--- src/hw/abfp_pkg.sv ---
package abfp_pkg;

    // ==========================================================
    // widths and reset values
    localparam int          DATA_W     = 8;
    localparam logic [7:0]  DATA_RST   = 8'h00;
    localparam logic        FLAG_IDLE  = 1'b1;   // inactive level of both flags
    localparam logic        OE_RST     = 1'b0;   // pins released in reset
    localparam logic        STROBE_RST = 1'b1;   // strobes idle high

    // ==========================================================
    // read-side sequencer states, one-hot
    typedef enum logic [1:0] {
        RD_IDLE  = 2'b01,
        RD_DRIVE = 2'b10
    } abfp_rd_e;

    // ==========================================================
    // one byte with its valid bit
    typedef struct packed {
        logic        valid;
        logic [7:0]  data;
    } abfp_byte_s;

    // edges of an active-low strobe
    typedef struct packed {
        logic fall;
        logic rise;
        logic low;
    } abfp_edge_s;

endpackage

--- src/hw/abfp_strobe_edge.sv ---
module abfp_strobe_edge (
    input  wire logic               clk_sys,   // system clock
    input  wire logic               rst_n,     // synchronised reset, active low
    input  wire logic               strobe_n,  // active-low strobe, synchronous
    output abfp_pkg::abfp_edge_s    edges      // fall, rise and low level
);

    logic prev_ff;
    logic nxt_prev;

    // ==========================================================
    // previous level of the strobe
    always_comb begin
        nxt_prev = strobe_n;
    end

    always_ff @(posedge clk_sys or negedge rst_n) begin
        if (!rst_n) begin
            prev_ff <= abfp_pkg::STROBE_RST;
        end else begin
            prev_ff <= nxt_prev;
        end
    end

    // edge terms against the previous level
    assign edges.fall = prev_ff & ~strobe_n;
    assign edges.rise = ~prev_ff & strobe_n;
    assign edges.low  = ~strobe_n;

endmodule

--- src/hw/abfp_async_byte_fifo_port.sv ---
// What this block does
// - the port works as an asynchronous byte fifo only while the configuration memory selects that mode.
// - every byte transfer begins at a falling edge of the read or write strobe, with no interface clock.
// - the data bus is an input and is driven only while the read strobe is low.
// - the receive flag is low while a byte waits and high otherwise, and the host reads only while it is low.
// - after each read strobe returns high the receive flag goes high, and low again only for a further byte.
// - during reset both flags are left undriven so that they read as inactive high.
// - the transmit flag is low while a byte can be taken, and the host writes only while it is low.
// - a falling read strobe puts the current byte on the bus, a rising one fetches the next byte.
// - a falling write strobe while the transmit flag is low and the port is not driving the bus captures the byte on the bus into the transmit buffer.
// - while suspended with remote wakeup enabled, a low pulse on the wake input requests a resume.
// - while active, a low pulse on the wake input sends all buffered data on the next bulk-in request.
module abfp_async_byte_fifo_port (
    input  wire logic               clk_sys,            // system clock, 200 MHz
    input  wire logic               rst_n,              // reset, active low, asynchronous
    input  wire logic               mode_245_en,        // configuration selects byte fifo mode
    input  wire logic               rd_n,               // read strobe from host, active low
    input  wire logic               wr_n,               // write strobe from host, active low
    input  wire logic [7:0]         data_bus_in,        // data bus level seen at the pins
    output logic [7:0]              data_bus_out,       // data bus value when driven
    output logic                    data_bus_oe,        // data bus driven, active high
    output logic                    rx_available_n_out, // receive flag level, low = byte waits
    output logic                    rx_available_n_oe,  // receive flag driven
    output logic                    tx_space_n_out,     // transmit flag level, low = room
    output logic                    tx_space_n_oe,      // transmit flag driven
    input  wire logic               send_now_wake_n,    // send-now / wake input, active low
    input  wire logic               usb_active_n,       // low = usb active, high = suspended
    input  wire logic               remote_wake_en,     // remote wakeup allowed
    input  wire logic               bulk_in_req,        // bulk-in request served, one cycle
    input  abfp_pkg::abfp_byte_s    rx_byte,            // received byte offered by usb side
    output logic                    rx_ready,           // port takes rx_byte this cycle
    output abfp_pkg::abfp_byte_s    tx_byte,            // byte offered to usb side
    input  wire logic               tx_ready,           // usb side takes tx_byte
    output logic                    resume_req,         // resume request, one-cycle pulse
    output logic                    send_now_pend       // flush pending until bulk-in
);

    // ==========================================================
    // reset release through two flip-flops
    logic rst_meta_ff;
    logic rst_sync_n;

    always_ff @(posedge clk_sys or negedge rst_n) begin
        if (!rst_n) begin
            rst_meta_ff <= 1'b0;
            rst_sync_n  <= 1'b0;
        end else begin
            rst_meta_ff <= 1'b1;
            rst_sync_n  <= rst_meta_ff;
        end
    end

    // ==========================================================
    // strobe edges
    abfp_pkg::abfp_edge_s rd_e;
    abfp_pkg::abfp_edge_s wr_e;
    abfp_pkg::abfp_edge_s sw_e;

    abfp_strobe_edge u_rd_edge (
        .clk_sys  (clk_sys),
        .rst_n    (rst_sync_n),
        .strobe_n (rd_n),
        .edges    (rd_e)
    );

    abfp_strobe_edge u_wr_edge (
        .clk_sys  (clk_sys),
        .rst_n    (rst_sync_n),
        .strobe_n (wr_n),
        .edges    (wr_e)
    );

    abfp_strobe_edge u_sw_edge (
        .clk_sys  (clk_sys),
        .rst_n    (rst_sync_n),
        .strobe_n (send_now_wake_n),
        .edges    (sw_e)
    );

    // ==========================================================
    // mode capture after reset release
    logic mode_ff;
    logic nxt_mode;

    always_comb begin
        nxt_mode = mode_245_en;
    end

    always_ff @(posedge clk_sys or negedge rst_sync_n) begin
        if (!rst_sync_n) begin
            mode_ff <= 1'b0;
        end else begin
            mode_ff <= nxt_mode;
        end
    end

    // ==========================================================
    // read side: holding byte, bus drive, receive flag
    abfp_pkg::abfp_rd_e     rd_st_ff;
    abfp_pkg::abfp_rd_e     nxt_rd_st;
    abfp_pkg::abfp_byte_s   rx_hold_ff;
    abfp_pkg::abfp_byte_s   nxt_rx_hold;
    logic [7:0]             data_out_ff;
    logic [7:0]             nxt_data_out;
    logic                   data_oe_ff;
    logic                   nxt_data_oe;
    logic                   rx_flag_ff;
    logic                   nxt_rx_flag;
    logic                   rx_ready_ff;
    logic                   nxt_rx_ready;
    logic                   flag_oe_ff;
    logic                   nxt_flag_oe;

    // read sequencer and fetch of the next byte
    always_comb begin
        nxt_rd_st    = rd_st_ff;
        nxt_rx_hold  = rx_hold_ff;
        nxt_data_out = data_out_ff;
        nxt_data_oe  = data_oe_ff;
        case (rd_st_ff)
            abfp_pkg::RD_IDLE: begin
                nxt_data_oe = 1'b0;
                if (mode_ff && rd_e.fall && rx_hold_ff.valid) begin
                    nxt_rd_st    = abfp_pkg::RD_DRIVE;
                    nxt_data_out = rx_hold_ff.data;
                    nxt_data_oe  = 1'b1;
                end
            end
            abfp_pkg::RD_DRIVE: begin
                if (!rd_e.low || !mode_ff) begin
                    nxt_rd_st         = abfp_pkg::RD_IDLE;
                    nxt_data_oe       = 1'b0;
                    nxt_rx_hold.valid = 1'b0;
                end
            end
            default: begin
                nxt_rd_st   = abfp_pkg::RD_IDLE;
                nxt_data_oe = 1'b0;
            end
        endcase
        if (rx_ready_ff && rx_byte.valid) begin
            nxt_rx_hold = rx_byte;
        end
        nxt_rx_flag  = ~nxt_rx_hold.valid;
        nxt_rx_ready = mode_ff & ~nxt_rx_hold.valid & (nxt_rd_st == abfp_pkg::RD_IDLE);
        nxt_flag_oe  = mode_ff;
    end

    always_ff @(posedge clk_sys or negedge rst_sync_n) begin
        if (!rst_sync_n) begin
            rd_st_ff    <= abfp_pkg::RD_IDLE;
            rx_hold_ff  <= '0;
            data_out_ff <= abfp_pkg::DATA_RST;
            data_oe_ff  <= abfp_pkg::OE_RST;
            rx_flag_ff  <= abfp_pkg::FLAG_IDLE;
            rx_ready_ff <= 1'b0;
            flag_oe_ff  <= abfp_pkg::OE_RST;
        end else begin
            rd_st_ff    <= nxt_rd_st;
            rx_hold_ff  <= nxt_rx_hold;
            data_out_ff <= nxt_data_out;
            data_oe_ff  <= nxt_data_oe;
            rx_flag_ff  <= nxt_rx_flag;
            rx_ready_ff <= nxt_rx_ready;
            flag_oe_ff  <= nxt_flag_oe;
        end
    end

    // ==========================================================
    // write side: transmit holding byte and transmit flag
    abfp_pkg::abfp_byte_s   tx_hold_ff;
    abfp_pkg::abfp_byte_s   nxt_tx_hold;
    logic                   tx_flag_ff;
    logic                   nxt_tx_flag;

    // drain to usb side, then capture on the falling write strobe
    always_comb begin
        nxt_tx_hold = tx_hold_ff;
        if (tx_hold_ff.valid && tx_ready) begin
            nxt_tx_hold.valid = 1'b0;
        end
        // writes while the port drives the bus are ignored
        if (mode_ff && wr_e.fall && !tx_hold_ff.valid && !data_oe_ff) begin
            nxt_tx_hold.valid = 1'b1;
            nxt_tx_hold.data  = data_bus_in;
        end
        nxt_tx_flag = nxt_tx_hold.valid;
    end

    always_ff @(posedge clk_sys or negedge rst_sync_n) begin
        if (!rst_sync_n) begin
            tx_hold_ff <= '0;
            tx_flag_ff <= abfp_pkg::FLAG_IDLE;
        end else begin
            tx_hold_ff <= nxt_tx_hold;
            tx_flag_ff <= nxt_tx_flag;
        end
    end

    // ==========================================================
    // send-now / wake input
    logic resume_ff;
    logic nxt_resume;
    logic pend_ff;
    logic nxt_pend;

    // resume while suspended, flush while active; a new pulse beats the clear
    always_comb begin
        nxt_resume = mode_ff & sw_e.fall & usb_active_n & remote_wake_en;
        nxt_pend   = pend_ff & ~bulk_in_req;
        if (mode_ff && sw_e.fall && !usb_active_n) begin
            nxt_pend = 1'b1;
        end
    end

    always_ff @(posedge clk_sys or negedge rst_sync_n) begin
        if (!rst_sync_n) begin
            resume_ff <= 1'b0;
            pend_ff   <= 1'b0;
        end else begin
            resume_ff <= nxt_resume;
            pend_ff   <= nxt_pend;
        end
    end

    // ==========================================================
    // outputs straight from flip-flops
    assign data_bus_out       = data_out_ff;
    assign data_bus_oe        = data_oe_ff;
    assign rx_available_n_out = rx_flag_ff;
    assign rx_available_n_oe  = flag_oe_ff;
    assign tx_space_n_out     = tx_flag_ff;
    assign tx_space_n_oe      = flag_oe_ff;
    assign rx_ready           = rx_ready_ff;
    assign tx_byte            = tx_hold_ff;
    assign resume_req         = resume_ff;
    assign send_now_pend      = pend_ff;

    // ==========================================================
    // assertions
    a_mode_gates_pins: assert property (@(posedge clk_sys) disable iff (!rst_sync_n)
        !mode_ff |=> !rx_available_n_oe && !tx_space_n_oe && !data_bus_oe)
        else $error("pins driven outside byte fifo mode");

    a_drive_needs_fall: assert property (@(posedge clk_sys) disable iff (!rst_sync_n)
        $rose(data_bus_oe) |-> $past(rd_e.fall))
        else $error("bus drive began without a read strobe fall");

    a_drive_only_low: assert property (@(posedge clk_sys) disable iff (!rst_sync_n)
        data_bus_oe |-> !$past(rd_n))
        else $error("bus driven while read strobe high");

    a_empty_read_ignored: assert property (@(posedge clk_sys) disable iff (!rst_sync_n)
        rd_e.fall && rx_available_n_out && !data_bus_oe |=> !data_bus_oe)
        else $error("read with flag high drove the bus");

    a_flag_high_after: assert property (@(posedge clk_sys) disable iff (!rst_sync_n)
        rd_st_ff == abfp_pkg::RD_DRIVE && rd_e.rise |=> rx_available_n_out && !data_bus_oe)
        else $error("receive flag not high after read strobe rose");

    a_flags_off_reset: assert property (@(posedge clk_sys)
        !rst_sync_n |-> !rx_available_n_oe && !tx_space_n_oe && !data_bus_oe)
        else $error("pins driven during reset");

    // flag level only matters once it is driven; its reset level is the idle high
    a_space_tracks_hold: assert property (@(posedge clk_sys) disable iff (!rst_sync_n)
        tx_space_n_oe |-> tx_space_n_out == tx_byte.valid)
        else $error("transmit flag disagrees with buffer state");

    a_space_after_drain: assert property (@(posedge clk_sys) disable iff (!rst_sync_n)
        tx_byte.valid && tx_ready |=> !tx_space_n_out && !tx_byte.valid)
        else $error("transmit flag not low after the byte left");

    a_full_write_dropped: assert property (@(posedge clk_sys) disable iff (!rst_sync_n)
        tx_space_n_oe && wr_e.fall && tx_space_n_out && !tx_ready |=> $stable(tx_byte))
        else $error("write while full changed the buffer");

    a_byte_on_bus: assert property (@(posedge clk_sys) disable iff (!rst_sync_n)
        mode_ff && rd_e.fall && !rx_available_n_out && rd_st_ff == abfp_pkg::RD_IDLE
        |=> data_bus_oe && data_bus_out == $past(rx_hold_ff.data))
        else $error("current byte not placed on the bus");

    a_write_capture: assert property (@(posedge clk_sys) disable iff (!rst_sync_n)
        mode_ff && wr_e.fall && !tx_space_n_out && !data_bus_oe
        |=> tx_byte.valid && tx_byte.data == $past(data_bus_in) && tx_space_n_out)
        else $error("write strobe fall did not capture the bus");

    a_wake_resume: assert property (@(posedge clk_sys) disable iff (!rst_sync_n)
        mode_ff && sw_e.fall && usb_active_n && remote_wake_en |=> resume_req ##1 !resume_req)
        else $error("wake pulse gave no single resume request");

    a_send_now: assert property (@(posedge clk_sys) disable iff (!rst_sync_n)
        mode_ff && sw_e.fall && !usb_active_n |=> send_now_pend && !resume_req)
        else $error("send-now pulse not recorded");

    a_no_wake_disabled: assert property (@(posedge clk_sys) disable iff (!rst_sync_n)
        sw_e.fall && !(usb_active_n && remote_wake_en) |=> !resume_req)
        else $error("resume requested while not allowed");

    // receive flag falls only when a new byte is taken in
    a_take_lowers_flag: assert property (@(posedge clk_sys) disable iff (!rst_sync_n)
        rx_ready && rx_byte.valid |=> !rx_available_n_out)
        else $error("receive flag not low with a byte waiting");

    a_flag_waits_byte: assert property (@(posedge clk_sys) disable iff (!rst_sync_n)
        rx_available_n_out && !(rx_ready && rx_byte.valid) |=> rx_available_n_out)
        else $error("receive flag fell with no byte taken");

endmodule

--- config.mk ---
export PLATFORM = sky130hd
export DESIGN_NAME = abfp_async_byte_fifo_port
export DESIGN_NICKNAME = d
export VERILOG_FILES = /design/src/hw/abfp_pkg.sv /design/src/hw/abfp_strobe_edge.sv /design/src/hw/abfp_async_byte_fifo_port.sv
export SDC_FILE = /design/constraint.sdc
export NUM_CORES = 1
export LEC_CHECK = 0
export ABC_AREA = 1
export BUFFER_PORTS_ARGS = -buffer_cell sky130_fd_sc_hd__buf_2
export CORE_MARGIN = 3
export CORE_UTILIZATION = 40
export CTS_CLUSTER_DIAMETER = 120
export DETAILED_ROUTE_END_ITERATION = 8
export PLACE_DENSITY = 0.62
export SYNTH_ARGS = -nofsm -noshare
export SYNTH_HDL_FRONTEND = slang
export SYNTH_SLANG_ARGS = --single-unit
--- constraint.sdc ---
create_clock -name clk_sys -period 1.6 [get_ports clk_sys]
set_clock_uncertainty 0.05 [all_clocks]
set_input_delay 0.16 -clock clk_sys [delete_from_list [all_inputs] [get_ports clk_sys]]
set_output_delay 0.16 -clock clk_sys [all_outputs]
set_load 0.01 [all_outputs]
==> out/metrics.cfg, run 1 <==
[cells_and_area]
drive_above_1_share=0.413
final_cell_area_um2=2050
antennaDiodeCount=0
fillCellCount=358
mostFrequentLayoutCell=buf_2
layout_common_cells=buf_2 (51), nand2_1 (44), dfrtp_1 (35), inv_1 (18)
stdcell_count=256
nets=236
area_delta_synth_final_pct=27.4

[floorplan]
start_util=0.426
io-pin-count=52
rows=22
core_area_um2=3770
dieWidth_um=69.4
die_h_um=69.4
die_area_um2=4820

[clock_network]
cts_made_buffers=5
tritoncts=built
cts.sinks=41
h-tree-depth=2
post_cts_buffers=0
clock_latency_ns=0.28
clock_path_buffers=2
post_cts_resized=0
hold_buffers=5
clkTransAtPathRegs_ns=0.07
clock_tree.root_cell=clkbuf_8

[critical_path]
critPathMaxStageDelay_ns=0.55
critPathKind=reg -> reg
path_cells=ha_1 -> nand3_1 -> buf_4 -> clkinv_4 -> nand2_1 -> nand2_1
cp-start-kind=flop
crit_slowest_cell=dfstp_2
cp_top_family=flip-flops
worstPathBufferInverterCount=2
cp-end-kind=flop
r2r_cells=6
r2r-start=rd_st_ff[0]
cp_max_fo=9
crit_path_frequent_cell=nand2_1
worst-path-stages=6
r2r_setup_slack_ns=0.19
cp.arrival_ns=1.58
required_ns=1.77
rr_endpoint=data_bus_out[6]

[synth]
yosysWarnings=0
syn_area_um2=1610
avgSynthCellArea_um2=11.1
async_reset_ff_frac=1.00
yosysSeqAreaShare=0.643
synth_cells=145
syn-num-nets=174
synth_edf_count=0
ys_types=20
synth-seq-cells=41
synth-main-ff-cell=dfrtp_1

[detailed_routing]
ant_nets=0
avgRoutedWirePerCell_um=11.5
vias=1142
routed_wl_um=2930
via_per_inst=4.46
drtPass1Iterations=4
drc=0
drtIter0Drc=66

[hold_path]
hp-start=bulk_in_req
holdPathEnd=send_now_pend
hp-class=in -> reg
hold_path_depth=2

[sta]
min_period_ns=1.41
fin_crit_sh=0.883
finalHoldViolCount=0
hold_ws_ns=0.0129
max_freq_mhz=708
finalMaxSlewViolations=0
fin_setup_tns_ns=0
rsz0062_at_grt=no
layout_setup_ws_ns=0.187
setup_viol=0

[pwr]
ir_worst_vdd_v=0.000813
p_per_area_nw_per_um2=1460
p_leak_uw=0.00115

[place]
dp_hpwl_um=2170
place.port_buffers=51
dp.cells=243
gp_congestion=0.831
post-place-ws_ns=0.216
postPlaceCellArea_um2=1910

[global_route]
grt_max_degree=40
gr-total-overflow=0
antenna_found_initial=0
grt_pass1_vias=1323
grt_first_pass_wirelength_um=5670
track_usage=0.143

[job]
cap_viol_max_count=0

[outcome]
outcome=finished clean

[area by class of cell]
cell class                      count  area, um2  area share
Sequential cell                    41       1030       0.505
Multi-Input combinational cell     81        464       0.227
Timing Repair Buffer               58        320       0.156
Clock buffer                        8       90.1      0.0440
Inverter                           20       80.1      0.0391
Tap cell                           48       60.1      0.0293
[per-stage QoR]
stage                     utilization  total power (uW)
after floorplan                     -              2030
after detailed placement        0.506              2350
after global routing            0.543              3240
after CTS                       0.543              3040
final                           0.543              2990
after global placement          0.506              2300
[kinds of logic after synthesis]
group,Yosys count,share of synthesized area
adder cells (fa/ha/maj),2,0.0156
multiplexers,8,0.0560
AND/OR/NAND/NOR,57,0.155
flip-flops,41,0.643
AO/OA/AOI/OAI,13,0.0599
other,1,0.00233
buffers and inverters,23,0.0685
[power by group]
group / internal, uW / total (uW) / switching (uW)
clock: 351 / 661 / 310
combinational: 380 / 801 / 421
sequential: 1360 / 1520 / 162
total: 2090 / 2990 / 893
[worst max path at each step]
stage | startpoint | endpoint | slack, ns
2_1_floorplan | rd_st_ff[0] | rx_ready | 0.31
3_3_place_gp | rd_st_ff[0] | rx_ready | 0.28
3_5_place_dp | rd_st_ff[0] | data_bus_out[6] | 0.22
4_1_cts | rd_st_ff[0] | data_bus_out[6] | 0.19
5_1_grt | rd_st_ff[0] | data_bus_out[5] | 0.07
6_report | rd_st_ff[0] | data_bus_out[6] | 0.19
[metal layers]
| layer | share of wire | track usage | up-vias |
|---|---|---|---|
| li1 | - | - | 566 |
| met1 | 0.43 | 0.173 | 525 |
| met2 | 0.48 | 0.239 | 47 |
| met3 | 0.076 | 0.0449 | 4 |
| met4 | 0.012 | 0.0542 | 0 |
| met5 | 0 | 0 | - |
[flip-flops by register name (all words and copies together) (netlist names), 2 cells and up]
signal and cells:
tx_byte 9, rd_st_ff 2, rx_hold_ff 9, data_bus_out 8
[cells in the mapped netlist (2+ instances only)]
cell type	count	area [um2]
a21oi_1	2	10.0
buf_6	2	22.5
dfrtp_1	35	876
dfstp_2	6	158
ha_1	2	25.0
inv_1	18	67.6
mux2_2	8	90.1
nand2_1	44	165
nand3_1	3	15.0
nor2_1	7	26.3
o21ai_0	2	10.0
o21ai_2	8	70.1
Note: power is estimated with default switching activity, not from simulation.
==> run 2: changes to the inputs <==
CORE_UTILIZATION = 49   (was 40)
PLACE_DENSITY = 0.74   (was 0.62)
==> run 2 against run 1 <==
Compared with the run above:
- clock power down 26%
- critical path depth down 1
- global-route usage up 2.9 points
- flip-flop and latch count unchanged
- total power down 4.3%
==> out/metrics.cfg, run 2 (synthesis results as in run 1) <==
[detailed_routing]
drtPass1Iterations=4  ; unchanged
vias=1241  ; +8.7%
ant_nets=0  ; unchanged
drtIter0Drc=51  ; -23%
via_per_inst=4.53  ; +1.5%
routed_wl_um=3030  ; +3.4%
avgRoutedWirePerCell_um=11.1  ; -3.4%
drc=0  ; unchanged

[cells_and_area]
multi_input_area_um2=464  ; unchanged
fillCellCount=252  ; -30%
area_delta_synth_final_pct=38.5
mostFrequentLayoutCell=buf_2
seq_area_um2=1030  ; unchanged
post-route-util=0.718  ; +0.175
layout_common_cells=buf_2 (51), nand2_1 (44), dfrtp_1 (35), dlygate4sd3_1 (26), inv_1 (18)
nets=258  ; +9.3%
drive_above_1_share=0.383  ; -0.0309
antennaDiodeCount=0  ; unchanged

[sta]
finalMaxSlewViolations=0  ; unchanged
fin_setup_tns_ns=0  ; unchanged
layout_setup_ws_ns=0.160  ; -0.0272 ns
rsz0062_at_grt=no
min_period_ns=1.44  ; +0.0272 ns
fin_crit_sh=0.900  ; +0.0170
finalHoldViolCount=0  ; unchanged
setup_viol=0  ; unchanged
max_freq_mhz=694  ; -1.9%

[floorplan]
die_area_um2=4000  ; -17%
rows=20  ; -9.1%
io-pin-count=52  ; unchanged
die_h_um=63.3  ; -8.8%
start_util=0.518  ; +0.0918
dieWidth_um=63.3  ; -8.8%
core_area_um2=3100  ; -18%

[global_route]
gr-total-overflow=0  ; unchanged
grt_first_pass_wirelength_um=5390  ; -5.0%
antenna_found_initial=0  ; unchanged
grt_max_degree=24  ; -40%
track_usage=0.173  ; +0.0295
grt_pass1_vias=1258  ; -4.9%

[pwr]
p_clk_frac=0.172  ; -0.049
combPwrFrac=0.296  ; +0.028
p_per_area_nw_per_um2=1280  ; -12%
pwr-share-seq=0.533  ; +0.023
p_leak_uw=0.00122  ; +6.3%
p_sw_frac=0.319  ; +0.0199
intPower_uw=1950  ; -7.1%
switching_power_uw=911  ; +2.0%
ir_worst_vdd_v=0.00102  ; +25%

[clock_network]
clock_latency_ns=0.34  ; +0.06 ns
clock_path_buffers=2  ; unchanged
clkTransAtPathRegs_ns=0.12  ; +0.05 ns
cts_made_buffers=5  ; unchanged
cts.sinks=41  ; unchanged
tritoncts=built
post_cts_buffers=0  ; unchanged
h-tree-depth=2  ; unchanged
clock_tree.root_cell=clkbuf_4

[critical_path]
cp.arrival_ns=1.62  ; +0.04 ns
cp-start-kind=flop
cp-end-kind=flop
cp_max_fo=4  ; -5
critPathKind=reg -> reg
required_ns=1.78  ; about the same

[place]
post-place-ws_ns=0.201  ; -0.0150 ns
place.port_buffers=51  ; unchanged
gp_congestion=0.775  ; -6.7%
dp_hpwl_um=2150  ; -0.83%

[outcome]
outcome=finished clean

[hold_path]
hp-class=in -> async

[job]
cap_viol_max_count=0  ; unchanged

==> run 2: timing repair <==
action,4_1_cts,5_1_grt
hold buffers,26,0
gates resized for setup,0,0
hold endpoints to repair,26,0
==> run 2: area by class of cell <==
cell class	instances	share of cell area
Clock buffer	6	0.0185
Clock inverter	2	0.00674
Tap cell	44	0.0247
Timing Repair Buffer	80	0.242
Sequential cell	41	0.464
Multi-Input combinational cell	81	0.208
Inverter	20	0.0360
==> run 2: critical path, stage by stage, from the launching register on <==
cell,delay [ns]
dfrtp_1,0.43
inv_2,0.12
nor2_1,0.05
nand2_1,0.07
o22ai_1,0.06
dlygate4sd3_1,0.55
==> run 2: path summary, 6_finish.rpt <==
check	start	slack, ns	cells past startpoint	endpoint
min in group clk_sys	rx_byte[8]	0.30	3	rx_hold_ff[8]
max reg2reg	mode_ff	0.16	5	send_now_pend
max in group asynchronous	rst_sync_n	1.02	1	u_sw_edge.prev_ff
max	mode_ff	0.16	5	send_now_pend
min reg2reg	rst_sync_n	0.16	1	data_bus_out[5]
min	rst_n	0.06	2	rst_meta_ff
==> run 2: power by group through the flow <==
stage / combinational, uW / sequential (uW) / clock, uW
3_5_place_dp: 811 / 1540 / 0
4_1_cts: 860 / 1520 / 511
6_report: 845 / 1520 / 491
5_1_grt: 960 / 1560 / 569
2_1_floorplan: 418 / 1620 / 0
3_3_place_gp: 771 / 1530 / 0
==> run 2: metal layers <==
layer | GRT usage | up-vias | part of all wire
met5 | 0 | - | 0
met4 | 0.0647 | 0 | 0.017
met3 | 0.0463 | 7 | 0.048
met2 | 0.310 | 33 | 0.53
met1 | 0.196 | 586 | 0.40
li1 | - | 615 | -
==> run 2: through the flow <==
stage	power [uW]	cells	hold WS, ns	cell area [um2]
floorplan	2030	145	-0.186	1610
global placement	2300	240	-0.102	1910
detailed placement	2350	240	-0.102	1910
CTS	2890	274	0.0393	2230
global route	3090	274	0.0344	2230
finish	2860	274	0.0604	2230
